### config.mk
export PLATFORM = sky130hd
export DESIGN_NAME = rfsel_tag_ctrl
export DESIGN_NICKNAME = d
export VERILOG_FILES = /design/src/common/rfsel_pkg.sv /design/src/logic/rfsel_sync3.sv /design/src/logic/rfsel_tag_ctrl.sv
export SDC_FILE = /design/constraint.sdc
export NUM_CORES = 1
export LEC_CHECK = 0
export BUFFER_PORTS_ARGS = -buffer_cell sky130_fd_sc_hd__buf_2
export CAP_MARGIN = 20
export CORE_AREA = 3 3 193 195
export CTS_CLUSTER_DIAMETER = 100
export DETAILED_ROUTE_END_ITERATION = 10
export DIE_AREA = 0 0 196 198
export GPL_ROUTABILITY_DRIVEN = 0
export PLACE_DENSITY = 0.69
export RECOVER_POWER = 50
export SLEW_MARGIN = 20
export SYNTH_ARGS = -nofsm -noshare
export SYNTH_HDL_FRONTEND = slang
export SYNTH_HIERARCHICAL = 1
export SYNTH_SLANG_ARGS = --single-unit
### constraint.sdc
create_clock -name mclk -period 9.4 [get_ports mclk]
set_clock_uncertainty 0.05 [all_clocks]
set_input_delay 1.88 -clock mclk [delete_from_list [all_inputs] [get_ports mclk]]
set_output_delay 1.88 -clock mclk [all_outputs]
set_load 0.1 [all_outputs]
### src/common/rfsel_pkg.sv
package rfsel_pkg;
  // apb register byte addresses
  localparam int ADDR_W = 8;
  localparam logic [ADDR_W-1:0] REG_CMD = 8'h00;
  localparam logic [ADDR_W-1:0] REG_STATUS = 8'h04;
  localparam logic [ADDR_W-1:0] REG_ARBMEM = 8'h08;
  localparam logic [ADDR_W-1:0] REG_GRPRX = 8'h0C;
  localparam logic [ADDR_W-1:0] REG_TAGCODE = 8'h10;
  localparam logic [ADDR_W-1:0] REG_FAMILY = 8'h14;
  localparam logic [ADDR_W-1:0] REG_PTRDATA = 8'h18;
  localparam logic [ADDR_W-1:0] REG_CRCRES = 8'h1C;
  localparam logic [ADDR_W-1:0] REG_XFER = 8'h20;
  localparam int DATA_W = 32;

  // command register fields
  localparam int CMD_OP_LSB = 0;
  localparam int OP_W = 6;
  localparam int CMD_SEL_BIT = 6;
  localparam int CMD_CRC_BIT = 7;
  localparam int CMD_ISO_BIT = 8;
  localparam int CMD_NBYTE_LSB = 9;
  localparam int CRCRES_OK_BIT = 0;

  // command codes
  localparam logic [OP_W-1:0] OP_RESET_STATUS = 6'h01;
  localparam logic [OP_W-1:0] OP_RESET_GLOBAL = 6'h02;
  localparam logic [OP_W-1:0] OP_GROUP_TAGCODE = 6'h04;
  localparam logic [OP_W-1:0] OP_GROUP_FAMILY = 6'h05;
  localparam logic [OP_W-1:0] OP_GROUP_PTR = 6'h06;
  localparam logic [OP_W-1:0] OP_GROUP_PTR_LEQ = 6'h07;
  localparam logic [OP_W-1:0] OP_GROUP_PTR_GEQ = 6'h08;
  localparam logic [OP_W-1:0] OP_ARB_TAGCODE = 6'h0A;
  localparam logic [OP_W-1:0] OP_ARB_PTR = 6'h0B;
  localparam logic [OP_W-1:0] OP_ARB_PTR_RAND = 6'h0C;
  localparam logic [OP_W-1:0] OP_FETCH_WORD = 6'h10;
  localparam logic [OP_W-1:0] OP_FETCH_WORD_CTRL = 6'h11;
  localparam logic [OP_W-1:0] OP_FETCH_BLOCK = 6'h12;
  localparam logic [OP_W-1:0] OP_FETCH_BLOCK_CTRL = 6'h13;
  localparam logic [OP_W-1:0] OP_WRITE_WORD = 6'h14;
  localparam logic [OP_W-1:0] OP_WRITE_WORD_CTRL = 6'h15;
  localparam logic [OP_W-1:0] OP_WRITE_NBYTE = 6'h16;
  localparam logic [OP_W-1:0] OP_FETCH_PAGE = 6'h18;
  localparam logic [OP_W-1:0] OP_FETCH_SYSINFO = 6'h19;
  localparam logic [OP_W-1:0] OP_CENSUS_SEL = 6'h1A;
  localparam logic [OP_W-1:0] OP_CENSUS_UNSEL = 6'h1B;
  localparam logic [OP_W-1:0] OP_REPEAT_ARB = 6'h1C;
  localparam logic [OP_W-1:0] OP_SLOT = 6'h20;
  localparam logic [OP_W-1:0] OP_SLOT_SEL = 6'h21;
  localparam logic [OP_W-1:0] OP_SLOT_NOTSEL = 6'h22;
  localparam logic [OP_W-1:0] OP_SLOT_REPEAT = 6'h23;
  localparam logic [OP_W-1:0] OP_SKIP_SLOT = 6'h24;
  localparam logic [OP_W-1:0] OP_SLOT_CLOSE = 6'h25;

  // status register fields
  localparam int ST_GROUP = 0;
  localparam int ST_WON = 1;
  localparam int ST_ISO = 2;
  localparam int ST_LOST = 3;
  localparam int ST_TRIG = 4;
  localparam int ST_ALOHA = 5;
  localparam int ST_ACTIVE = 6;
  localparam int ST_SLOT_LSB = 8;
  localparam int ST_RSLOT_LSB = 16;
  localparam int ST_WAKE_LSB = 24;
  localparam int ST_ARB_LSB = 28;

  // transfer register fields
  localparam int XF_BITS_W = 10;
  localparam int XF_CTRL_BIT = 10;
  localparam int XF_WRITE_BIT = 11;
  localparam int XF_LOOP_BIT = 12;

  // answer lengths in bits
  localparam logic [XF_BITS_W-1:0] LEN_WORD = 10'd32;
  localparam logic [XF_BITS_W-1:0] LEN_BLOCK = 10'd128;
  localparam logic [XF_BITS_W-1:0] LEN_SYSINFO = 10'd328;
  localparam logic [XF_BITS_W-1:0] LEN_CENSUS = 10'd40;
  localparam logic [XF_BITS_W-1:0] BITS_PER_BYTE = 10'd8;
  localparam int NBYTE_W = 2;

  // slots and random source
  localparam int SLOT_W = 5;
  localparam int WAKE_W = 4;
  localparam logic [15:0] LFSR_SEED = 16'hACE1;
  localparam logic [15:0] LFSR_TAPS = 16'hB400;

  // trigger setting and sub-carrier half periods
  localparam int TRIG_ON_BIT = 1;
  localparam int TRIG_DIV_BIT = 0;
  localparam logic [1:0] HALF_DIV4 = 2'd1;
  localparam logic [1:0] HALF_DIV8 = 2'd3;

  typedef enum logic [2:0] {
    ARB_IDLE = 3'b000,
    ARB_HDR = 3'b001,
    ARB_REF = 3'b011,
    ARB_BITS = 3'b010,
    ARB_CRC = 3'b110
  } rfsel_arb_e;
endpackage : rfsel_pkg

### src/logic/rfsel_sync3.sv
module rfsel_sync3 (
  // clock and reset
  input wire logic mclk,
  input wire logic resetn,
  input wire logic ce,
  // pin in, clean level and rising pulse out
  input wire logic pinIn,
  output logic level,
  output logic rise
);
  logic s1_r, s2_r, s3_r, lvl_r;
  logic lvl_nxt;

  // change is accepted only when stage two and three agree
  always_comb begin
    lvl_nxt = (s2_r == s3_r) ? s3_r : lvl_r;
  end

  // three flop chain
  always_ff @(posedge mclk or negedge resetn) begin
    if (!resetn) begin
      s1_r <= 1'b0;
      s2_r <= 1'b0;
      s3_r <= 1'b0;
      lvl_r <= 1'b0;
    end else if (ce) begin
      s1_r <= pinIn;
      s2_r <= s1_r;
      s3_r <= s2_r;
      lvl_r <= lvl_nxt;
    end
  end

  assign level = lvl_r;
  assign rise = lvl_nxt & ~lvl_r & ce;
endmodule : rfsel_sync3

### src/logic/rfsel_tag_ctrl.sv
// Function
// - arbitration bit: interval shorter than header reference is zero, else one
// - mismatch with stored bit drops tag out, silent, no reads or writes
// - group mark changed only by group commands, also cleared by reset
// - group compare supports equal on three sources, greater-or-equal and less-or-equal on pointer data only
// - arbitration-won set only after full frame won and crc good
// - reset clears arbitration-won; group loss clears it under select condition
// - won and isolated flags live in the selection status register
// - end-of-field symbol ends arbitration data and starts crc section
// - arbitration-repeat re-runs last long arbitration or group command
// - trigger setting loaded after reset: 0x off, 10 osc/4, 11 osc/8
// - sub-carrier runs until a notch starts the forward stream
// - global reset command re-enables trigger from stored setting
// - group commands leave isolated flag alone; won cleared only on a loss under select
// - the three anticollision commands update won and isolated flags
// - reads loop 32 or 128 bits from user or control memory
// - full-word writes take 32 bits; variable write takes one to four bytes
// - census commands answer in one of 16 slots with code plus 8 bits
// - slot variants pick participants by flags; most affect isolated flag
// - skip-slot advances slot counter, isolated flag unchanged; slot-repeat changes neither
// - temporary command not enabled answers with an error code
// - unknown code with good crc changes nothing and never blocks
// - system-information read gives 8 status bits plus 320 memory bits
// - select condition set: needs group mark or won, not isolated
// - isolated flag cleared only by power-on or reset command
// - slot command draws 0..31 from free random source, answers on match
//
// The register offsets and the APB register port were left to the implementer.
module rfsel_tag_ctrl #(
  parameter int CNT_W = 16
) (
  // clock, reset, enable
  input wire logic mclk,
  input wire logic resetn,
  input wire logic ce,
  // apb slave
  input wire logic psel,
  input wire logic penable,
  input wire logic pwrite,
  input wire logic [rfsel_pkg::ADDR_W-1:0] paddr,
  input wire logic [rfsel_pkg::DATA_W-1:0] pwdata,
  output logic [rfsel_pkg::DATA_W-1:0] prdata,
  output logic pready,
  output logic pslverr,
  // field and memory side
  input wire logic notchPin,
  input wire logic [1:0] trigSetting,
  output logic subCarrier,
  output logic answerStrobe,
  output logic errorStrobe
);
  import rfsel_pkg::*;

  // apb state
  logic pready_r, pready_nxt, pslverr_r, pslverr_nxt;
  logic [DATA_W-1:0] prdata_r, prdata_nxt;
  // configuration registers
  logic [DATA_W-1:0] arbMem_r, arbMem_nxt, grpRx_r, grpRx_nxt;
  logic [DATA_W-1:0] tagCode_r, tagCode_nxt, family_r, family_nxt, ptrData_r, ptrData_nxt;
  // selection state
  logic groupMark_r, groupMark_nxt, arbWon_r, arbWon_nxt, isolated_r, isolated_nxt;
  logic arbLost_r, arbLost_nxt, isoOnWin_r, isoOnWin_nxt;
  rfsel_arb_e arbSt_r, arbSt_nxt;
  logic [CNT_W-1:0] intCnt_r, intCnt_nxt, refTime_r, refTime_nxt;
  logic [4:0] bitIdx_r, bitIdx_nxt;
  logic [DATA_W-1:0] arbPat_r, arbPat_nxt;
  logic lastValid_r, lastValid_nxt, lastSel_r, lastSel_nxt;
  logic [OP_W-1:0] lastOp_r, lastOp_nxt;
  logic alohaRun_r, alohaRun_nxt, alohaElig_r, alohaElig_nxt;
  logic [OP_W-1:0] lastAloha_r, lastAloha_nxt;
  logic [SLOT_W-1:0] slotNum_r, slotNum_nxt, readerSlot_r, readerSlot_nxt;
  logic [WAKE_W-1:0] wakeSlot_r, wakeSlot_nxt;
  logic [15:0] lfsr_r, lfsr_nxt;
  logic [XF_BITS_W+2:0] xfer_r, xfer_nxt;
  logic active_r, active_nxt, answer_r, answer_nxt, err_r, err_nxt;
  // trigger state
  logic cfgLoad_r, cfgLoad_nxt, trigOn_r, trigOn_nxt, trigDiv_r, trigDiv_nxt;
  logic [1:0] subCnt_r, subCnt_nxt;
  logic sub_r, sub_nxt;
  // helpers
  logic notchLevel, notchRise, wrEn, cmdGo, isTemp, cmdElig, slotMatch, rxBit, isEof;
  logic [OP_W-1:0] op;
  logic sel, grpPass;
  logic [DATA_W-1:0] grpSrc;
  logic [CNT_W:0] eofLim;

  // notch pin enters through the three-flop filter
  rfsel_sync3 notchSync (
    .mclk(mclk),
    .resetn(resetn),
    .ce(ce),
    .pinIn(notchPin),
    .level(notchLevel),
    .rise(notchRise)
  );

  // apb slave: one setup, one access cycle, no waits
  always_comb begin
    pready_nxt = psel & ~penable;
    pslverr_nxt = 1'b0;
    prdata_nxt = '0;
    if (psel && !penable) begin
      if (paddr == REG_CMD) begin
        prdata_nxt = {lastValid_r, 24'h000000, lastSel_r, lastOp_r};
      end else if (paddr == REG_STATUS) begin
        prdata_nxt[ST_GROUP] = groupMark_r;
        prdata_nxt[ST_WON] = arbWon_r;
        prdata_nxt[ST_ISO] = isolated_r;
        prdata_nxt[ST_LOST] = arbLost_r;
        prdata_nxt[ST_TRIG] = trigOn_r;
        prdata_nxt[ST_ALOHA] = alohaRun_r;
        prdata_nxt[ST_ACTIVE] = active_r;
        prdata_nxt[ST_SLOT_LSB +: SLOT_W] = slotNum_r;
        prdata_nxt[ST_RSLOT_LSB +: SLOT_W] = readerSlot_r;
        prdata_nxt[ST_WAKE_LSB +: WAKE_W] = wakeSlot_r;
        prdata_nxt[ST_ARB_LSB +: 3] = arbSt_r;
      end else if (paddr == REG_ARBMEM) begin
        prdata_nxt = arbMem_r;
      end else if (paddr == REG_GRPRX) begin
        prdata_nxt = grpRx_r;
      end else if (paddr == REG_TAGCODE) begin
        prdata_nxt = tagCode_r;
      end else if (paddr == REG_FAMILY) begin
        prdata_nxt = family_r;
      end else if (paddr == REG_PTRDATA) begin
        prdata_nxt = ptrData_r;
      end else if (paddr == REG_CRCRES) begin
        prdata_nxt = '0;
      end else if (paddr == REG_XFER) begin
        prdata_nxt[XF_BITS_W+2:0] = xfer_r;
      end else begin
        pslverr_nxt = 1'b1;
      end
    end
  end

  always_ff @(posedge mclk or negedge resetn) begin
    if (!resetn) begin
      pready_r <= 1'b0;
      pslverr_r <= 1'b0;
      prdata_r <= '0;
    end else if (ce) begin
      pready_r <= pready_nxt;
      pslverr_r <= pslverr_nxt;
      prdata_r <= prdata_nxt;
    end
  end

  // write strobe and effective command (repeat re-uses the stored one)
  assign wrEn = psel & penable & pready_r & pwrite & ~pslverr_r;
  assign cmdGo = wrEn && paddr == REG_CMD && pwdata[CMD_CRC_BIT];
  assign isTemp = pwdata[CMD_OP_LSB +: OP_W] == OP_REPEAT_ARB;
  assign op = (isTemp && lastValid_r) ? lastOp_r : pwdata[CMD_OP_LSB +: OP_W];
  assign sel = (isTemp && lastValid_r) ? lastSel_r : pwdata[CMD_SEL_BIT];
  assign cmdElig = (sel ? (groupMark_r | arbWon_r) : 1'b1) & ~isolated_r;
  assign slotMatch = alohaElig_r && slotNum_r == readerSlot_r;
  assign rxBit = intCnt_r >= refTime_r;
  assign eofLim = {1'b0, refTime_r} + {1'b0, refTime_r};
  assign isEof = {1'b0, intCnt_r} >= eofLim;

  // group comparison source and test
  always_comb begin
    grpSrc = ptrData_r;
    if (op == OP_GROUP_TAGCODE) begin
      grpSrc = tagCode_r;
    end else if (op == OP_GROUP_FAMILY) begin
      grpSrc = family_r;
    end
    grpPass = grpRx_r == grpSrc;
    if (op == OP_GROUP_PTR_LEQ) begin
      grpPass = grpRx_r <= grpSrc;
    end else if (op == OP_GROUP_PTR_GEQ) begin
      grpPass = grpRx_r >= grpSrc;
    end
  end

  // selection, arbitration and command execution
  always_comb begin
    arbMem_nxt = arbMem_r;
    grpRx_nxt = grpRx_r;
    tagCode_nxt = tagCode_r;
    family_nxt = family_r;
    ptrData_nxt = ptrData_r;
    groupMark_nxt = groupMark_r;
    arbWon_nxt = arbWon_r;
    isolated_nxt = isolated_r;
    arbLost_nxt = arbLost_r;
    isoOnWin_nxt = isoOnWin_r;
    arbSt_nxt = arbSt_r;
    intCnt_nxt = (&intCnt_r) ? intCnt_r : intCnt_r + 1'b1;
    refTime_nxt = refTime_r;
    bitIdx_nxt = bitIdx_r;
    arbPat_nxt = arbPat_r;
    lastValid_nxt = lastValid_r;
    lastSel_nxt = lastSel_r;
    lastOp_nxt = lastOp_r;
    alohaRun_nxt = alohaRun_r;
    alohaElig_nxt = alohaElig_r;
    lastAloha_nxt = lastAloha_r;
    slotNum_nxt = slotNum_r;
    readerSlot_nxt = readerSlot_r;
    wakeSlot_nxt = wakeSlot_r;
    xfer_nxt = xfer_r;
    active_nxt = alohaRun_r ? slotMatch : active_r;
    answer_nxt = 1'b0;
    err_nxt = 1'b0;
    lfsr_nxt = lfsr_r[0] ? ((lfsr_r >> 1) ^ LFSR_TAPS) : (lfsr_r >> 1);
    if (wrEn) begin
      if (paddr == REG_ARBMEM) begin
        arbMem_nxt = pwdata;
      end else if (paddr == REG_GRPRX) begin
        grpRx_nxt = pwdata;
      end else if (paddr == REG_TAGCODE) begin
        tagCode_nxt = pwdata;
      end else if (paddr == REG_FAMILY) begin
        family_nxt = pwdata;
      end else if (paddr == REG_PTRDATA) begin
        ptrData_nxt = pwdata;
      end
    end
    // arbitration frame on notch intervals
    if (notchRise) begin
      intCnt_nxt = '0;
    end
    case (arbSt_r)
      ARB_HDR: begin
        if (notchRise) begin
          arbSt_nxt = ARB_REF;
        end
      end
      ARB_REF: begin
        if (notchRise) begin
          refTime_nxt = intCnt_r;
          arbSt_nxt = ARB_BITS;
        end
      end
      ARB_BITS: begin
        if (notchRise) begin
          if (isEof) begin
            arbSt_nxt = ARB_CRC;
          end else if (rxBit != arbPat_r[bitIdx_r]) begin
            arbLost_nxt = 1'b1;
            arbWon_nxt = 1'b0;
            arbSt_nxt = ARB_IDLE;
          end else begin
            bitIdx_nxt = bitIdx_r - 1'b1;
          end
        end
      end
      ARB_CRC: begin
        if (wrEn && paddr == REG_CRCRES) begin
          arbWon_nxt = pwdata[CRCRES_OK_BIT];
          isolated_nxt = isolated_r | (pwdata[CRCRES_OK_BIT] & isoOnWin_r);
          arbSt_nxt = ARB_IDLE;
        end
      end
      default: begin
        arbSt_nxt = ARB_IDLE;
      end
    endcase
    if (cmdGo) begin
      if (isTemp && !lastValid_r) begin
        err_nxt = 1'b1;
      end else if (op == OP_RESET_STATUS || op == OP_RESET_GLOBAL) begin
        groupMark_nxt = 1'b0;
        arbWon_nxt = 1'b0;
        isolated_nxt = 1'b0;
        arbLost_nxt = 1'b0;
        alohaRun_nxt = 1'b0;
        alohaElig_nxt = 1'b0;
        active_nxt = 1'b0;
        arbSt_nxt = ARB_IDLE;
      end else if (op == OP_SKIP_SLOT) begin
        if (alohaRun_r) begin
          readerSlot_nxt = readerSlot_r + 1'b1;
          if (slotMatch) begin
            slotNum_nxt = lfsr_r[SLOT_W-1:0];
          end
          answer_nxt = alohaElig_r;
        end else begin
          err_nxt = 1'b1;
        end
      end else if (op >= OP_SLOT && op <= OP_SLOT_CLOSE) begin
        if (op == OP_SLOT_REPEAT) begin
          answer_nxt = slotMatch;
        end else if (!alohaRun_r && op != OP_SLOT_CLOSE) begin
          alohaRun_nxt = 1'b1;
          lastAloha_nxt = op;
          readerSlot_nxt = '0;
          slotNum_nxt = lfsr_r[SLOT_W-1:0];
          alohaElig_nxt = ~isolated_r;
          if (op == OP_SLOT_SEL) begin
            alohaElig_nxt = (arbWon_r | groupMark_r) & ~isolated_r;
          end else if (op == OP_SLOT_NOTSEL) begin
            alohaElig_nxt = ~arbWon_r & ~groupMark_r & ~isolated_r;
          end
        end else begin
          if (slotMatch) begin
            isolated_nxt = 1'b1;
            alohaElig_nxt = 1'b0;
          end
          readerSlot_nxt = readerSlot_r + 1'b1;
          if (op == OP_SLOT_CLOSE) begin
            alohaRun_nxt = 1'b0;
            active_nxt = 1'b0;
          end
        end
      end else if (op == OP_CENSUS_SEL || op == OP_CENSUS_UNSEL) begin
        wakeSlot_nxt = lfsr_r[WAKE_W-1:0];
        xfer_nxt = {3'b000, LEN_CENSUS};
        answer_nxt = ~isolated_r & ((arbWon_r | groupMark_r) ^ (op == OP_CENSUS_UNSEL));
      end else if (cmdElig) begin
        if (op >= OP_GROUP_TAGCODE && op <= OP_GROUP_PTR_GEQ) begin
          groupMark_nxt = grpPass;
          if (sel && !grpPass) begin
            arbWon_nxt = 1'b0;
          end
          lastValid_nxt = 1'b1;
          lastOp_nxt = op;
          lastSel_nxt = sel;
          answer_nxt = 1'b1;
        end else if (op >= OP_ARB_TAGCODE && op <= OP_ARB_PTR_RAND) begin
          arbLost_nxt = 1'b0;
          arbSt_nxt = ARB_HDR;
          bitIdx_nxt = 5'h1F;
          arbPat_nxt = (op == OP_ARB_PTR_RAND) ? {lfsr_r, lfsr_r} : arbMem_r;
          arbPat_nxt = (op == OP_ARB_TAGCODE) ? tagCode_r : arbPat_nxt;
          isoOnWin_nxt = isTemp ? isoOnWin_r : pwdata[CMD_ISO_BIT];
          lastValid_nxt = 1'b1;
          lastOp_nxt = op;
          lastSel_nxt = sel;
        end else if (op >= OP_FETCH_WORD && op <= OP_FETCH_SYSINFO && !arbLost_r) begin
          answer_nxt = 1'b1;
          active_nxt = 1'b1;
          case (op)
            OP_FETCH_WORD, OP_FETCH_WORD_CTRL: begin
              xfer_nxt = {1'b1, 1'b0, op[0], LEN_WORD};
            end
            OP_FETCH_BLOCK, OP_FETCH_BLOCK_CTRL: begin
              xfer_nxt = {1'b1, 1'b0, op[0], LEN_BLOCK};
            end
            OP_FETCH_PAGE: begin
              xfer_nxt = {1'b1, 1'b0, 1'b1, LEN_BLOCK};
            end
            OP_FETCH_SYSINFO: begin
              xfer_nxt = {1'b0, 1'b0, 1'b1, LEN_SYSINFO};
            end
            OP_WRITE_WORD, OP_WRITE_WORD_CTRL: begin
              xfer_nxt = {1'b0, 1'b1, op[0], LEN_WORD};
            end
            OP_WRITE_NBYTE: begin
              xfer_nxt = {1'b0, 1'b1, 1'b0, XF_BITS_W'(({8'h00, pwdata[CMD_NBYTE_LSB +: NBYTE_W]} + 10'd1)
                * BITS_PER_BYTE)};
            end
            default: begin
              answer_nxt = 1'b0;
              active_nxt = active_r;
            end
          endcase
        end
      end
    end
  end

  always_ff @(posedge mclk or negedge resetn) begin
    if (!resetn) begin
      arbMem_r <= '0;
      grpRx_r <= '0;
      tagCode_r <= '0;
      family_r <= '0;
      ptrData_r <= '0;
      groupMark_r <= 1'b0;
      arbWon_r <= 1'b0;
      isolated_r <= 1'b0;
      arbLost_r <= 1'b0;
      isoOnWin_r <= 1'b0;
      arbSt_r <= ARB_IDLE;
      intCnt_r <= '0;
      refTime_r <= '0;
      bitIdx_r <= '0;
      arbPat_r <= '0;
      lastValid_r <= 1'b0;
      lastSel_r <= 1'b0;
      lastOp_r <= '0;
      alohaRun_r <= 1'b0;
      alohaElig_r <= 1'b0;
      lastAloha_r <= '0;
      slotNum_r <= '0;
      readerSlot_r <= '0;
      wakeSlot_r <= '0;
      lfsr_r <= LFSR_SEED;
      xfer_r <= '0;
      active_r <= 1'b0;
      answer_r <= 1'b0;
      err_r <= 1'b0;
    end else if (ce) begin
      arbMem_r <= arbMem_nxt;
      grpRx_r <= grpRx_nxt;
      tagCode_r <= tagCode_nxt;
      family_r <= family_nxt;
      ptrData_r <= ptrData_nxt;
      groupMark_r <= groupMark_nxt;
      arbWon_r <= arbWon_nxt;
      isolated_r <= isolated_nxt;
      arbLost_r <= arbLost_nxt;
      isoOnWin_r <= isoOnWin_nxt;
      arbSt_r <= arbSt_nxt;
      intCnt_r <= intCnt_nxt;
      refTime_r <= refTime_nxt;
      bitIdx_r <= bitIdx_nxt;
      arbPat_r <= arbPat_nxt;
      lastValid_r <= lastValid_nxt;
      lastSel_r <= lastSel_nxt;
      lastOp_r <= lastOp_nxt;
      alohaRun_r <= alohaRun_nxt;
      alohaElig_r <= alohaElig_nxt;
      lastAloha_r <= lastAloha_nxt;
      slotNum_r <= slotNum_nxt;
      readerSlot_r <= readerSlot_nxt;
      wakeSlot_r <= wakeSlot_nxt;
      lfsr_r <= lfsr_nxt;
      xfer_r <= xfer_nxt;
      active_r <= active_nxt;
      answer_r <= answer_nxt;
      err_r <= err_nxt;
    end
  end

  // trigger: setting caught after reset release, sub-carrier until first notch
  always_comb begin
    cfgLoad_nxt = 1'b0;
    trigOn_nxt = trigOn_r;
    trigDiv_nxt = trigDiv_r;
    subCnt_nxt = subCnt_r + 1'b1;
    sub_nxt = sub_r;
    if (cfgLoad_r) begin
      trigOn_nxt = trigSetting[TRIG_ON_BIT];
      trigDiv_nxt = trigSetting[TRIG_DIV_BIT];
      subCnt_nxt = '0;
    end else if (notchRise) begin
      trigOn_nxt = 1'b0;
    end
    if (cmdGo && op == OP_RESET_GLOBAL && !isTemp) begin
      cfgLoad_nxt = 1'b1;
    end
    if (!trigOn_r) begin
      sub_nxt = 1'b0;
    end else if (subCnt_r == (trigDiv_r ? HALF_DIV8 : HALF_DIV4)) begin
      sub_nxt = ~sub_r;
      subCnt_nxt = '0;
    end
  end

  always_ff @(posedge mclk or negedge resetn) begin
    if (!resetn) begin
      cfgLoad_r <= 1'b1;
      trigOn_r <= 1'b0;
      trigDiv_r <= 1'b0;
      subCnt_r <= '0;
      sub_r <= 1'b0;
    end else if (ce) begin
      cfgLoad_r <= cfgLoad_nxt;
      trigOn_r <= trigOn_nxt;
      trigDiv_r <= trigDiv_nxt;
      subCnt_r <= subCnt_nxt;
      sub_r <= sub_nxt;
    end
  end

  // outputs straight from flops
  assign prdata = prdata_r;
  assign pready = pready_r;
  assign pslverr = pslverr_r;
  assign subCarrier = sub_r;
  assign answerStrobe = answer_r;
  assign errorStrobe = err_r;
endmodule : rfsel_tag_ctrl

==> Word-level counts from Yosys, hierarchy flattened <==
Index checks and enable logic that the tools add are counted.
{ "word_totals": {"ff_bits": 337, "input_bits": 49, "output_inout_bits": 37} }
{ "op_classes": {"addsub": 6, "n_lt_le_gt_ge": 13, "eq_ne": 55, "muxes": 193, "bitwise_logic": 35, "reduce_logical": 63} }
{ "ops": {"columns": ["operator", "count"], "rows": [
  ["$mux 32", 11],
  ["$mux 5", 26],
  ["$mux 1", 116],
  ["$mux 13", 7],
  ["$pmux 13 s6", 1],
  ["$eq 6x5->1 const B", 12],
  ["$mux 3", 17],
  ["$mux 16", 3],
  ["$reduce_and 7->1", 5],
  ["$eq 32x32->1", 1],
  ["$eq 8x5->1 const B", 4],
  ["$ge 32x32->1", 1],
  ["$le 32x32->1", 1],
  ["$eq 6x6->1 const B", 5],
  ["$reduce_and 11->1", 2],
  ["$ne 2x2->1 const B", 10],
  ["$eq 6x3->1 const B", 3],
  ["$eq 6x4->1 const B", 3],
  ["$mux 6", 3],
  ["$not 1->1", 18],
  ["$reduce_and 9->1", 2],
  ["$reduce_bool 2->1", 9],
  ["$add 16x16->17", 1],
  ["$ge 16x17->1", 1],
  ["54 further kinds", 103]
]} }

==> Depth between registers and ports, before layout <==
Gate-level depths: netlist of run 1.
{ "logic_depth": {"depth_word": 20, "ltp_mapped": 18, "mapped_depth_nobuf": 15} }

==> Cells and area by module <==
Netlist of run 1, hierarchy kept.
{ "modules_own_cells": {"columns": ["mod", "n_inst", "cells_per_inst", "area_per_inst_um2", "seq_area_each_um2"], "rows": [
  ["rfsel_tag_ctrl", 1, 1715, 18403.9, 8219.1],
  ["rfsel_sync3", 1, 13, 160.2, 100.1]
]} }

==> Least setup slack after synthesis of run 1 <==
No wires, ideal clock.
{ "synth_path": {"kind": "input-to-reg", "from": "input pwdata[0] (netlist bit)", "to": "register arbWon_r", "setup_ns": 0.129, "arrival_ns": 5.426, "slack_ns": 3.794, "cell_stages": 18, "path_buffers": 3, "path_cell_list": "clkbuf_1 -> nand4bb_1 -> o41ai_1 -> nand2b_1 -> clkbuf_1 -> nor3_1 -> buf_2 -> mux2i_1 -> nor2_1 -> a21oi_1 -> ha_1 -> a21o_1 -> a21oi_1 -> o221a_2 -> o22ai_1 -> a21oi_1 -> o211ai_1 -> o41a_1"} }
{ "synth_via": {"elab_chain_len": 20, "elab_cells_between_ends": 44, "cone_classes": "6 x order compare; 11 x eq/ne; 18 x mux; 1 x bitwise; 8 x reduce/logical"} }
{ "synth_rtl": {"columns": ["element", "line_no", "rtl"], "rows": [
  ["from (decl)", "rfsel_tag_ctrl.sv:41", "input wire logic [rfsel_pkg::DATA_W-1:0] pwdata,"],
  ["$eq 6x5->1", "rfsel_tag_ctrl.sv:152", "assign isTemp = pwdata[CMD_OP_LSB +: OP_W] == OP_REPEAT_ARB;"],
  ["$logic_and 1x1->1", "rfsel_tag_ctrl.sv:153, rfsel_tag_ctrl.sv:154", null],
  ["$mux 6", "rfsel_tag_ctrl.sv:153", "assign op = (isTemp && lastValid_r) ? lastOp_r : pwdata[CMD_OP_LSB +: OP_W];"],
  ["$eq 6x3->1", "rfsel_tag_ctrl.sv:166", "end else if (op == OP_GROUP_FAMILY) begin"],
  ["$mux 32", "rfsel_tag_ctrl.sv:166", null],
  ["$mux 32", "rfsel_tag_ctrl.sv:164", "if (op == OP_GROUP_TAGCODE) begin"],
  ["$ge 32x32->1 / $eq 32x32->1 (equally long branches)", "rfsel_tag_ctrl.sv:173, rfsel_tag_ctrl.sv:169", null],
  ["$mux 1", "rfsel_tag_ctrl.sv:172", "end else if (op == OP_GROUP_PTR_GEQ) begin"],
  ["[... 4 more ...]", null, null],
  ["$mux 1", "rfsel_tag_ctrl.sv:313", "if (op >= OP_GROUP_TAGCODE && op <= OP_GROUP_PTR_GEQ) begin"],
  ["$mux 1", "rfsel_tag_ctrl.sv:312", "end else if (cmdElig) begin"],
  ["$mux 1", "rfsel_tag_ctrl.sv:308", "end else if (op == OP_CENSUS_SEL || op == OP_CENSUS_UNSEL) begin"],
  ["$mux 1", "rfsel_tag_ctrl.sv:283", "end else if (op >= OP_SLOT && op <= OP_SLOT_CLOSE) begin"],
  ["$mux 1", "rfsel_tag_ctrl.sv:273", "end else if (op == OP_SKIP_SLOT) begin"],
  ["$mux 1", "rfsel_tag_ctrl.sv:264", "end else if (op == OP_RESET_STATUS || op == OP_RESET_GLOBAL) begin"],
  ["$mux 1", "rfsel_tag_ctrl.sv:262", "if (isTemp && !lastValid_r) begin"],
  ["$mux 1 (*)", "rfsel_tag_ctrl.sv:261", "if (cmdGo) begin"],
  ["to (signal assigned)", "rfsel_tag_ctrl.sv:403", "arbWon_r <= arbWon_nxt;"],
  ["to (decl)", "rfsel_tag_ctrl.sv:61", "logic groupMark_r, groupMark_nxt, arbWon_r, arbWon_nxt, isolated_r, isolated_nxt;"]
]} }
Mark *: on every way between the ends. The rest lies on a longest branch, timed or not.
A chain may end at the register's enable or synchronous reset.

==> metrics.txt, run 1 <==
H-Tree Level Count=2; beginning of the worst hold path=arbPat_r[5]; total power density per cell area=between 150 and 200 nW/µm²; number of enable-type register cells in the synthesized netlist=0; Synth area leaders=dfrtp_1 44%, mux2_2 13%, mux2i_1 5.4%; # setup viols final=0; number of hold buffers added after CTS=0; I/O pin count=86; synthesized netlist net count=approximately 1800; proportion of synthesized flip-flops having asynchronous set or reset=100%; list of most frequent post-synthesis cells=323 x dfrtp_1, 218 x mux2_2, 155 x nor2_1; setup total negative slack=0 ps; CP max FO=70; via count of the first global-routing pass=14400; portion of the post-synthesis area used by sequential elements=roughly 45%; number of cells upsized or downsized after cts=0; Final Routed Wirelength=55.5 mm; RSZ-0062 raised after global routing=no; WL/cell=24.5 µm; overall via count from detail_route=14700; maximum buffer depth of the clock tree=3; sort of element at the start of the critical path=input pin; arrival time at the worst endpoint=6970 ps; core region area=35600 µm²; antenna-violating nets left=0; final cycle utilization of the critical path=70.9%; initial antenna violation count=1; final net count=1890; area of combinational cells with multiple inputs=9660 µm²; total count of max-transition violations in the final report=291; time the final worst path needs with I/O delays and setup=6670 ps; total track usage=28.5%; Die X-Extent=196 µm; IR drop worst, VDD=0.153 mV; most used standard cell by instance count after synthesis=dfrtp_1; part of the power in registers=46.0%; starting density of the core=52.2%; worst hold slack=424 ps; mean number of vias per cell=6.50; clock buffer count from CTS=37; cell type contributing the most total cell area after synthesis=dfrtp_1; flip-flop and latch count after synthesis=between 300 and 400; violated checks=capacitance limit, slew limit; internal power consumption=between 2 and 3 mW; # fillers=about 3000; capturing element type of the critical path=async pin; R2R Path Start=lastValid_r; hold path depth=1; ANT cells=0; class of the worst hold path=flop to flop; critical path data required time=approximately 9700 ps; post-synth top area share=43.5%; overall power after layout=3.57 mW; total of buffers placed on input and output ports=85; area used by sequential logic in the layout=8320 µm²; post-CTS repair timing setup buffer count=0; outcome=finished with violations; proportion of total power due to net switching=27.6%; share of total power in the clock network=between 40% and 50%; worst-case register-to-register setup slack=4360 ps; iteration count of the initial detailed-routing pass=6; Combinational Power Share=between 10% and 20%; Slew @ Worst Pin=3810 ps; final hold viol count=0; clock tree from TritonCTS=yes; net switching power figure=0.984 mW; source-to-sink clock delay at the later pin of the worst-skew pair=550 ps; worst relative slew slack=-154%; Layout Area Growth over Synthesis=10.9%; Netlist cell types=roughly 80; Post-DP HPWL=37.4 mm; clock-pin slew of the registers on the worst-case setup and hold paths=60 ps; share of post-route cells with drive strength above 1=22.7%; Remaining Overflow, GRT=0; Remaining DRCs=0; kind of critical path=input pin to async pin; Max Freq=~150 MHz; number of sinks on the clock net=332; detailed router's first-iteration violation count=1440; root buf cell=clkbuf_16; count of yosys warnings during synthesis=6; floorplan die area=38800 µm²; number of instances in the synthesized netlist=1728; max cap viols=5; standard-cell rows=roughly 70; most used flip-flop cell after synthesis=dfrtp_1; pin count of the biggest net entering global routing=79; chip height=around 200 µm; cell leakage power=between 9 and 10 nW; synthesized area per cell=10.7 µm²; first-pass GRT wire length=86.0 mm; Hold Path End=arbPat_r[5]; area of the mapped netlist=18600 µm²; worst r2r dst=arbWon_r; Worst R2R Path Depth=14
-- state kept, by name, indices dropped and copies added, names as in the netlist, 8 cells and up --
name and flops:
prdata 32, intCnt_r 16, tagCode_r 32, ptrData_r 32, arbMem_r 32, family_r 32
xfer_r 8, lfsr_r 16, arbPat_r 32, refTime_r 16, grpRx_r 32
-- worst max-delay path by stage --
| stage | from | endpoint | slack, ps | cells after the start |
|---|---|---|---|---|
| after CTS | pwdata[0] | arbWon_r | 3430 | 15 |
| final | resetn | ptrData_r[9] | 2730 | 3 |
| after global routing | resetn | family_r[12] | 1890 | 3 |
| after floorplan | pwdata[0] | arbWon_r | 3790 | 18 |
| after detailed placement | pwdata[0] | arbWon_r | 2860 | 15 |
| after global placement | pwdata[0] | arbWon_r | 3000 | 15 |
-- area by class of cell --
| class | count | share of cell area, % |
|---|---|---|
| Clock buffer | 52 | 5.21 |
| Tap cell | 461 | 2.80 |
| Multi-Input combinational cell | 1247 | 46.9 |
| Clock inverter | 16 | 1.04 |
| Sequential cell | 332 | 40.4 |
| Timing Repair Buffer | 116 | 2.87 |
| Inverter | 40 | 0.729 |
-- cell usage in the layout, fill, tap and decap left out, types with 14 or more instances in the layout --
| master | Yosys | routed |
|---|---|---|
| ha_1 | 67 | 67 |
| clkbuf_16 | 0 | 37 |
| buf_4 | 0 | 25 |
| mux2i_1 | 100 | 100 |
| nor2_1 | 155 | 154 |
| nand2_1 | 70 | 70 |
| a21o_1 | 43 | 43 |
| a22oi_1 | 22 | 22 |
| o21ai_0 | 73 | 73 |
| nand4_1 | 24 | 24 |
| dfrtp_1 | 323 | 323 |
| o22ai_1 | 23 | 23 |
| a21oi_1 | 103 | 103 |
| o2bb2ai_1 | 29 | 29 |
| xor2_1 | 17 | 17 |
| buf_2 | 17 | 47 |
| nand2b_1 | 14 | 14 |
| mux2_2 | 218 | 218 |
| nor2b_1 | 16 | 16 |
| clkbuf_1 | 78 | 48 |
| nor3_1 | 24 | 21 |
| nand3_1 | 30 | 28 |
| inv_1 | 39 | 39 |
| a211oi_2 | 18 | 18 |
| a211oi_1 | 19 | 19 |
-- stage by stage --
step                instance area, µm²  utilization (%)  worst slack, ps  std cells
global placement                 19400             54.5             3000       2196
global route                     20600             57.9             1890       2264
finish                           20600             57.9             2730       2264
detailed placement               19400             54.5             2860       2196
CTS                              20700             58.1             3430       2264
floorplan                        18600                -             3790       1728
-- logic make-up (layout without fill, tap and decap cells) --
group	Yosys count	after routing	share of synthesized area [%]
mux	327	327	19.7
fa+ha+maj	67	67	4.52
simple gates	406	406	10.8
buf+inv	149	224	3.37
compound gates	420	420	15.5
xor+xnor	27	27	1.27
flops	332	332	44.8
-- layer usage --
layer | part of all wire [%] | track usage (%)
met3 | 8.4 | 5.19
met4 | 4.4 | 11.6
met1 | 43 | 40.3
met5 | 0 | 0
met2 | 44 | 43.7
-- worst max-delay path: stages --
cell      delay [ps]
clkbuf_1        2620
buf_4            970
clkbuf_2        1300
-- power groups by stage --
stage / logic, mW / clock network, mW / registers [mW]
finish: 0.392 / 1.54 / 1.64
global route: 0.443 / 1.61 / 1.65
CTS: 0.392 / 1.56 / 1.64
detailed placement: 0.389 / 0 / 1.66
global placement: 0.376 / 0 / 1.66
floorplan: 0.268 / 0 / 1.59
Power figures use the tool's default switching activity.
==> run 2, diff against run 1 <==
- ABC_AREA: unset -> 1
- PLACE_DENSITY: 0.69 -> 0.68
- clock period: 9.4 -> 6.56 ns (I/O delays scaled with it)
==> run 2 against run 1 <==
Compared with the run above: the flow still finishes with violations (capacitance limit, slew limit); register-to-register slack got worse by 2600 ps; sequential share of layout area rose by 0.13 points; flip-flop and latch count did not move; total power rose by 46%; worst setup slack got worse by 1700 ps.
==> metrics.txt, run 2 <==
outcome=finished with violations; violated checks=capacitance limit, slew limit; Remaining Overflow, GRT=0 (unchanged); Critical Path, Cell by Cell=buf_2 -> nor2_1 -> nand4_1 -> nand2_2 -> nand2_2 -> inv_2 -> nand3_2 -> o211ai_1 -> o21ai_0 -> ha_1 -> nand2_1 -> inv_1 -> nand3_1 -> nor3_1 -> a21oi_1 -> nand2_1 -> nand3_1 -> nand2_1 -> nand3_1 -> nand3_1 -> a21oi_1; cell leakage power=9.77 nW (+0.16%); post-placement setup slack=816 ps (-2050 ps); floorplan die area=38800 µm² (unchanged); via count of the first global-routing pass=16400 (+14%); Synth area leaders=dfrtp_1 44%, nand2_1 14%, o21ai_0 11%; post-CTS repair timing setup buffer count=0 (unchanged); Slew @ Worst Pin=3180 ps (-632 ps); kind of critical path=input pin to flop; minimum setup slack in the final design=1060 ps (-1670 ps); arrival time at the worst endpoint=5800 ps (-1170 ps); number of sinks on the clock net=332 (unchanged); Netlist cell types=54 (-31%); max cap viols=4 (-1); chip height=198 µm (unchanged); first-pass GRT wire length=93.1 mm (+8.2%); clock-pin slew of the registers on the worst-case setup and hold paths=60 ps (about the same); cell at the slowest stage of the critical path=nand3_2; sort of element at the start of the critical path=input pin; area of the mapped netlist=18400 µm² (-0.75%); total power density per cell area=254 nW/µm² (+46%); Hold Path End=prdata[26]; hold path depth=2 (+1); source-to-sink clock delay at the later pin of the worst-skew pair=550 ps (about the same); RSZ-0062 raised after global routing=no; R2R Path Start=lastValid_r; class of the worst hold path=flop to flop; IR drop worst, VDD=0.249 mV (+63%); most used standard cell by instance count after synthesis=nand2_1; number of cells upsized or downsized after cts=0 (unchanged); count of yosys warnings during synthesis=6 (unchanged); antenna-violating nets left=0 (unchanged); synthesized area per cell=7.63 µm² (-29%); standard-cell rows=69 (unchanged); number of enable-type register cells in the synthesized netlist=0 (unchanged); core region area=35600 µm² (unchanged); pin count of the biggest net entering global routing=149 (+89%); starting density of the core=51.8% (-0.39 points); capturing element type of the critical path=flop; cell type contributing the most total cell area after synthesis=dfrtp_1; root buf cell=clkbuf_16; iteration count of the initial detailed-routing pass=6 (unchanged); most used cell along the critical path=nand3_1; Final Routed Wirelength=59.4 mm (+7.0%); I/O pin count=86 (unchanged); Die X-Extent=196 µm (unchanged); most used flip-flop cell after synthesis=dfrtp_1; worst relative slew slack=-112% (+42 points); worst hold slack=427 ps (+2.35 ps); ANT cells=0 (unchanged); overall via count from detail_route=17400 (+19%); post-synth top area share=43.9% (+0.33 points); critical path data required time=6870 ps (-2830 ps); mean number of vias per cell=5.92 (-8.9%); share of post-route cells with drive strength above 1=9.02% (-14 points); Worst R2R Path Depth=20 (+6); maximum buffer depth of the clock tree=3 (unchanged); setup total negative slack=0 ps (unchanged); clock tree from TritonCTS=yes; clock buffer count from CTS=38 (+2.7%); worst-case register-to-register setup slack=1750 ps (-2610 ps); final hold viol count=0 (unchanged); commonest non-fill, non-tap cell in the layout=nand2_1; # setup viols final=0 (unchanged); total count of max-transition violations in the final report=287 (-1.4%); final net count=2570 (+36%); top cell family by delay on the critical path=simple AND/OR/NAND/NOR gates; total track usage=30.4% (+1.9 points); beginning of the worst hold path=prdata[26]; flip-flop and latch count after synthesis=332 (unchanged); Post-DP HPWL=42.3 mm (+13%); total of buffers placed on input and output ports=85 (unchanged); number of buffer and inverter instances along the worst setup path=3 (unchanged); worst r2r dst=arbWon_r; synthesized netlist net count=2531 (+37%); CP max FO=41 (-41%); crit-path max cell delay=610 ps (-2010 ps); Max Freq=approximately 180 MHz; number of hold buffers added after CTS=0 (unchanged); time the final worst path needs with I/O delays and setup=5500 ps; launch point of the critical path=pwdata[0]; WL/cell=20.2 µm (-18%); list of most frequent post-synthesis cells=663 x nand2_1, 391 x o21ai_0, 323 x dfrtp_1; initial antenna violation count=2 (+1); Remaining DRCs=0 (unchanged); Layout Area Growth over Synthesis=11.3%; final cycle utilization of the critical path=83.8%; number of instances in the synthesized netlist=2415 (+40%); detailed router's first-iteration violation count=2265 (+57%); proportion of synthesized flip-flops having asynchronous set or reset=100% (unchanged); commonest cells after routing, fill and taps aside=659 x nand2_1, 391 x o21ai_0, 323 x dfrtp_1, 268 x inv_1, 140 x nor2_1; portion of the post-synthesis area used by sequential elements=45.2% (+0.34 points); H-Tree Level Count=2 (unchanged); critical path depth in cells=21 (+18)
-- run 2: final cells by class --
type                       instances  area [µm²]
multi-input combinational       1697        8620
fill                            3337       15100
inverter                         277        1040
timing repair buffer             108         599
clock inverter                    18         231
tap                              461         577
sequential                       332        8320
clock buffer                      52        1130
-- run 2: worst max-delay path by stage --
stage,endpoint,slack [ps]
after floorplan,arbWon_r,2210
after global placement,arbWon_r,1020
after detailed placement,arbWon_r,820
after CTS,arbWon_r,1380
after global routing,arbWon_r,780
final,arbWon_r,1060
-- run 2: logic make-up (layout without fill, tap and decap cells) --
kind of cell	Yosys count	after routing	share of synthesized area, %
compound gates	655	655	20.0
xor+xnor	10	10	0.475
fa+ha+maj	67	67	4.55
buf+inv	386	455	8.21
flops	332	332	45.2
mux	1	1	0.0543
simple gates	964	964	21.6
-- run 2: where the power goes --
| group | switching (mW) | internal (mW) |
|---|---|---|
| clock | 0.892 | 1.41 |
| combinational | 0.423 | 0.212 |
| sequential | 0.116 | 2.16 |
-- run 2: per-layer routing --
layer	share of wire, %	global-route usage (%)	wire length [µm]	up-vias
li1	-	-	-	8102
met1	42	43.4	25100	8249
met2	43	45.6	25500	941
met3	11	8.32	6700	149
met4	3.4	9.24	2030	4
met5	0.039	0	23	-
-- run 2: metrics by stage --
step	power [mW]	util [%]	instance area [µm²]	instances
floorplan	2.70	-	18400	2415
global placement	2.90	53.9	19200	2875
detailed placement	2.93	53.9	19200	2875
CTS	5.23	57.7	20500	2945
global route	5.43	57.7	20500	2945
finish	5.20	57.7	20500	2945
-- run 2: worst reg2reg max path, delay by kind of cell, from the launching register on --
family	cells	cell delay (ps)
AND/OR/NAND/NOR	13	2640
flip-flops	1	550
AO/OA/AOI/OAI	4	770
buffers and inverters	2	250
adder cells (fa/ha/maj)	1	350
==> run 3, diff against run 2 <==
- clock period: 6.56 -> 5.25 ns (I/O delays scaled with it)
==> run 3 against run 2 <==
Compared with the run above: the run still ends with capacitance limit, slew limit left; total power is 23% higher; first-iteration DRC count is 8.3% lower; sequential share of layout area is 0.057 points lower; flip-flop and latch count stayed put; routed wire length is 1.6% lower; via count is 0.54% lower; non-clock buffer count is 11 higher; design area is 0.14% higher; critical path depth is 4 higher; critical endpoint unchanged; largest power group is now sequential cells.
==> metrics.txt, run 3 (synthesis results as in run 2) <==
IR drop worst, VDD=0.306 mV (+23%); Remaining Overflow, GRT=0 (unchanged); commonest cells after routing, fill and taps aside=658 x nand2_1, 391 x o21ai_0, 323 x dfrtp_1, 268 x inv_1, 140 x nor2_1; number of hold buffers added after CTS=0 (unchanged); H-Tree Level Count=2 (unchanged); core region area=35600 µm² (unchanged); overall via count from detail_route=17400 (-0.54%); number of cells upsized or downsized after cts=0 (unchanged); max cap viols=4 (unchanged); source-to-sink clock delay at the later pin of the worst-skew pair=560 ps (about the same); maximum buffer depth of the clock tree=3 (unchanged); class of the worst hold path=flop to flop; Slew @ Worst Pin=3060 ps (-115 ps); final cycle utilization of the critical path=between 80% and 90%; hold path depth=2 (unchanged); critical path data required time=5680 ps (-1190 ps); via count of the first global-routing pass=16300 (-1.1%); Max Freq=214 MHz; # setup viols final=0 (unchanged); initial antenna violation count=1 (-1); kind of critical path=input pin to flop; clock-pin slew of the registers on the worst-case setup and hold paths=60 ps (about the same); WL/cell=19.8 µm (-1.9%); beginning of the worst hold path=prdata[1]; share of post-route cells with drive strength above 1=9.27% (+0.26 points); commonest non-fill, non-tap cell in the layout=nand2_1; antenna-violating nets left=0 (unchanged); Remaining DRCs=0 (unchanged); worst-case register-to-register setup slack=990 ps (-760 ps); I/O pin count=86 (unchanged); outcome=finished with violations; Layout Area Growth over Synthesis=11.5%; clock tree from TritonCTS=yes; total count of max-transition violations in the final report=232 (-19%); R2R Path Start=lastValid_r; standard-cell rows=69 (unchanged); number of sinks on the clock net=332 (unchanged); arrival time at the worst endpoint=5110 ps (-690 ps); # fillers=3280 (-1.7%); total track usage=30.1% (-0.36 points); starting density of the core=51.8% (unchanged); Worst R2R Path Depth=21 (+5.0%); minimum setup slack in the final design=567 ps (-494 ps); cell leakage power=9.80 nW (+0.24%); time the final worst path needs with I/O delays and setup=4680 ps; sort of element at the start of the critical path=input pin; root buf cell=clkbuf_16; first-pass GRT wire length=91.9 mm (-1.2%); total of buffers placed on input and output ports=85 (unchanged); worst r2r dst=arbWon_r; RSZ-0062 raised after global routing=no; post-CTS repair timing setup buffer count=0 (unchanged); detailed router's first-iteration violation count=2076 (-8.3%); Post-DP HPWL=41.9 mm (-1.1%); total power density per cell area=313 nW/µm² (+23%); post-placement setup slack=135 ps (-681 ps); violated checks=capacitance limit, slew limit; CP max FO=28 (-32%); mean number of vias per cell=5.88 (-0.81%); floorplan die area=38800 µm² (unchanged); setup total negative slack=0 ps (unchanged); pin count of the biggest net entering global routing=117 (-21%); iteration count of the initial detailed-routing pass=7 (+1); chip height=198 µm (unchanged); Hold Path End=prdata[1]; final net count=2580 (+0.39%); worst relative slew slack=-104% (+7.7 points); capturing element type of the critical path=flop; Final Routed Wirelength=58.4 mm (-1.6%); Die X-Extent=196 µm (unchanged); final hold viol count=0 (unchanged); clock buffer count from CTS=37 (-2.6%)
run 3: final cells by class:
class | count | area [µm²] | area share, %
diodes | 1 | 2.50 | 0.0122
multi-input cells | 1697 | 8620 | 42.0
repair buffers | 119 | 682 | 3.32
inverters | 277 | 1040 | 5.06
clock inverters | 19 | 239 | 1.16
clock buffers | 47 | 1070 | 5.19
flip-flops and latches | 332 | 8320 | 40.5
well taps | 461 | 577 | 2.81
run 3: how the worst max path moves through the flow:
stage | startpoint | to | cells past startpoint
after global placement | pwdata[5] | arbWon_r | 27
after CTS | pwdata[5] | arbWon_r | 26
final | pwdata[5] | arbWon_r | 25
after detailed placement | pwdata[5] | arbWon_r | 26
after global routing | pwdata[5] | arbWon_r | 26
after floorplan | pwdata[5] | arbWon_r | 27
run 3: report_power, final:
group / switching [mW] / internal, mW / total, mW
logic: 0.523 / 0.267 / 0.791
clock network: 1.11 / 1.69 / 2.79
registers: 0.146 / 2.69 / 2.84
total: 1.77 / 4.65 / 6.42
run 3: layer usage:
metal	track usage, %	part of all wire, %	vias to the layer above
li1	-	-	8125
met1	43.4	44	8209
met2	44.8	43	875
met3	7.06	10	140
met4	10.3	3.2	2
met5	0	0.022	-
run 3: worst max-delay path: stages:
cell,delay (ps)
buf_2,100
inv_2,80
nand2_1,70
nor2_2,310
nand3_1,290
nand2_1,130
nand2_1,90
nor2_2,250
nand3_2,470
buf_4,410
o211ai_1,130
o21ai_0,120
ha_1,330
nand4_1,100
nor3_1,270
nand2_1,100
nand2_1,90
nand2_1,60
nand2_1,50
nand2_1,50
nand3_1,160
nand2_1,100
nand3_1,80
nand3_1,70
a21oi_1,120
run 3: per-stage QoR:
| stage | instance area (µm²) | cells | util (%) | hold slack (ps) | power (mW) |
|---|---|---|---|---|---|
| after floorplan | 18400 | 2415 | - | 392 | 3.37 |
| after global placement | 19300 | 2886 | 54.2 | 409 | 3.63 |
| after detailed placement | 19300 | 2886 | 54.2 | 411 | 3.67 |
| after CTS | 20600 | 2952 | 57.9 | 427 | 6.46 |
| after global routing | 20500 | 2952 | 57.7 | 442 | 6.69 |
| final | 20500 | 2953 | 57.8 | 424 | 6.42 |
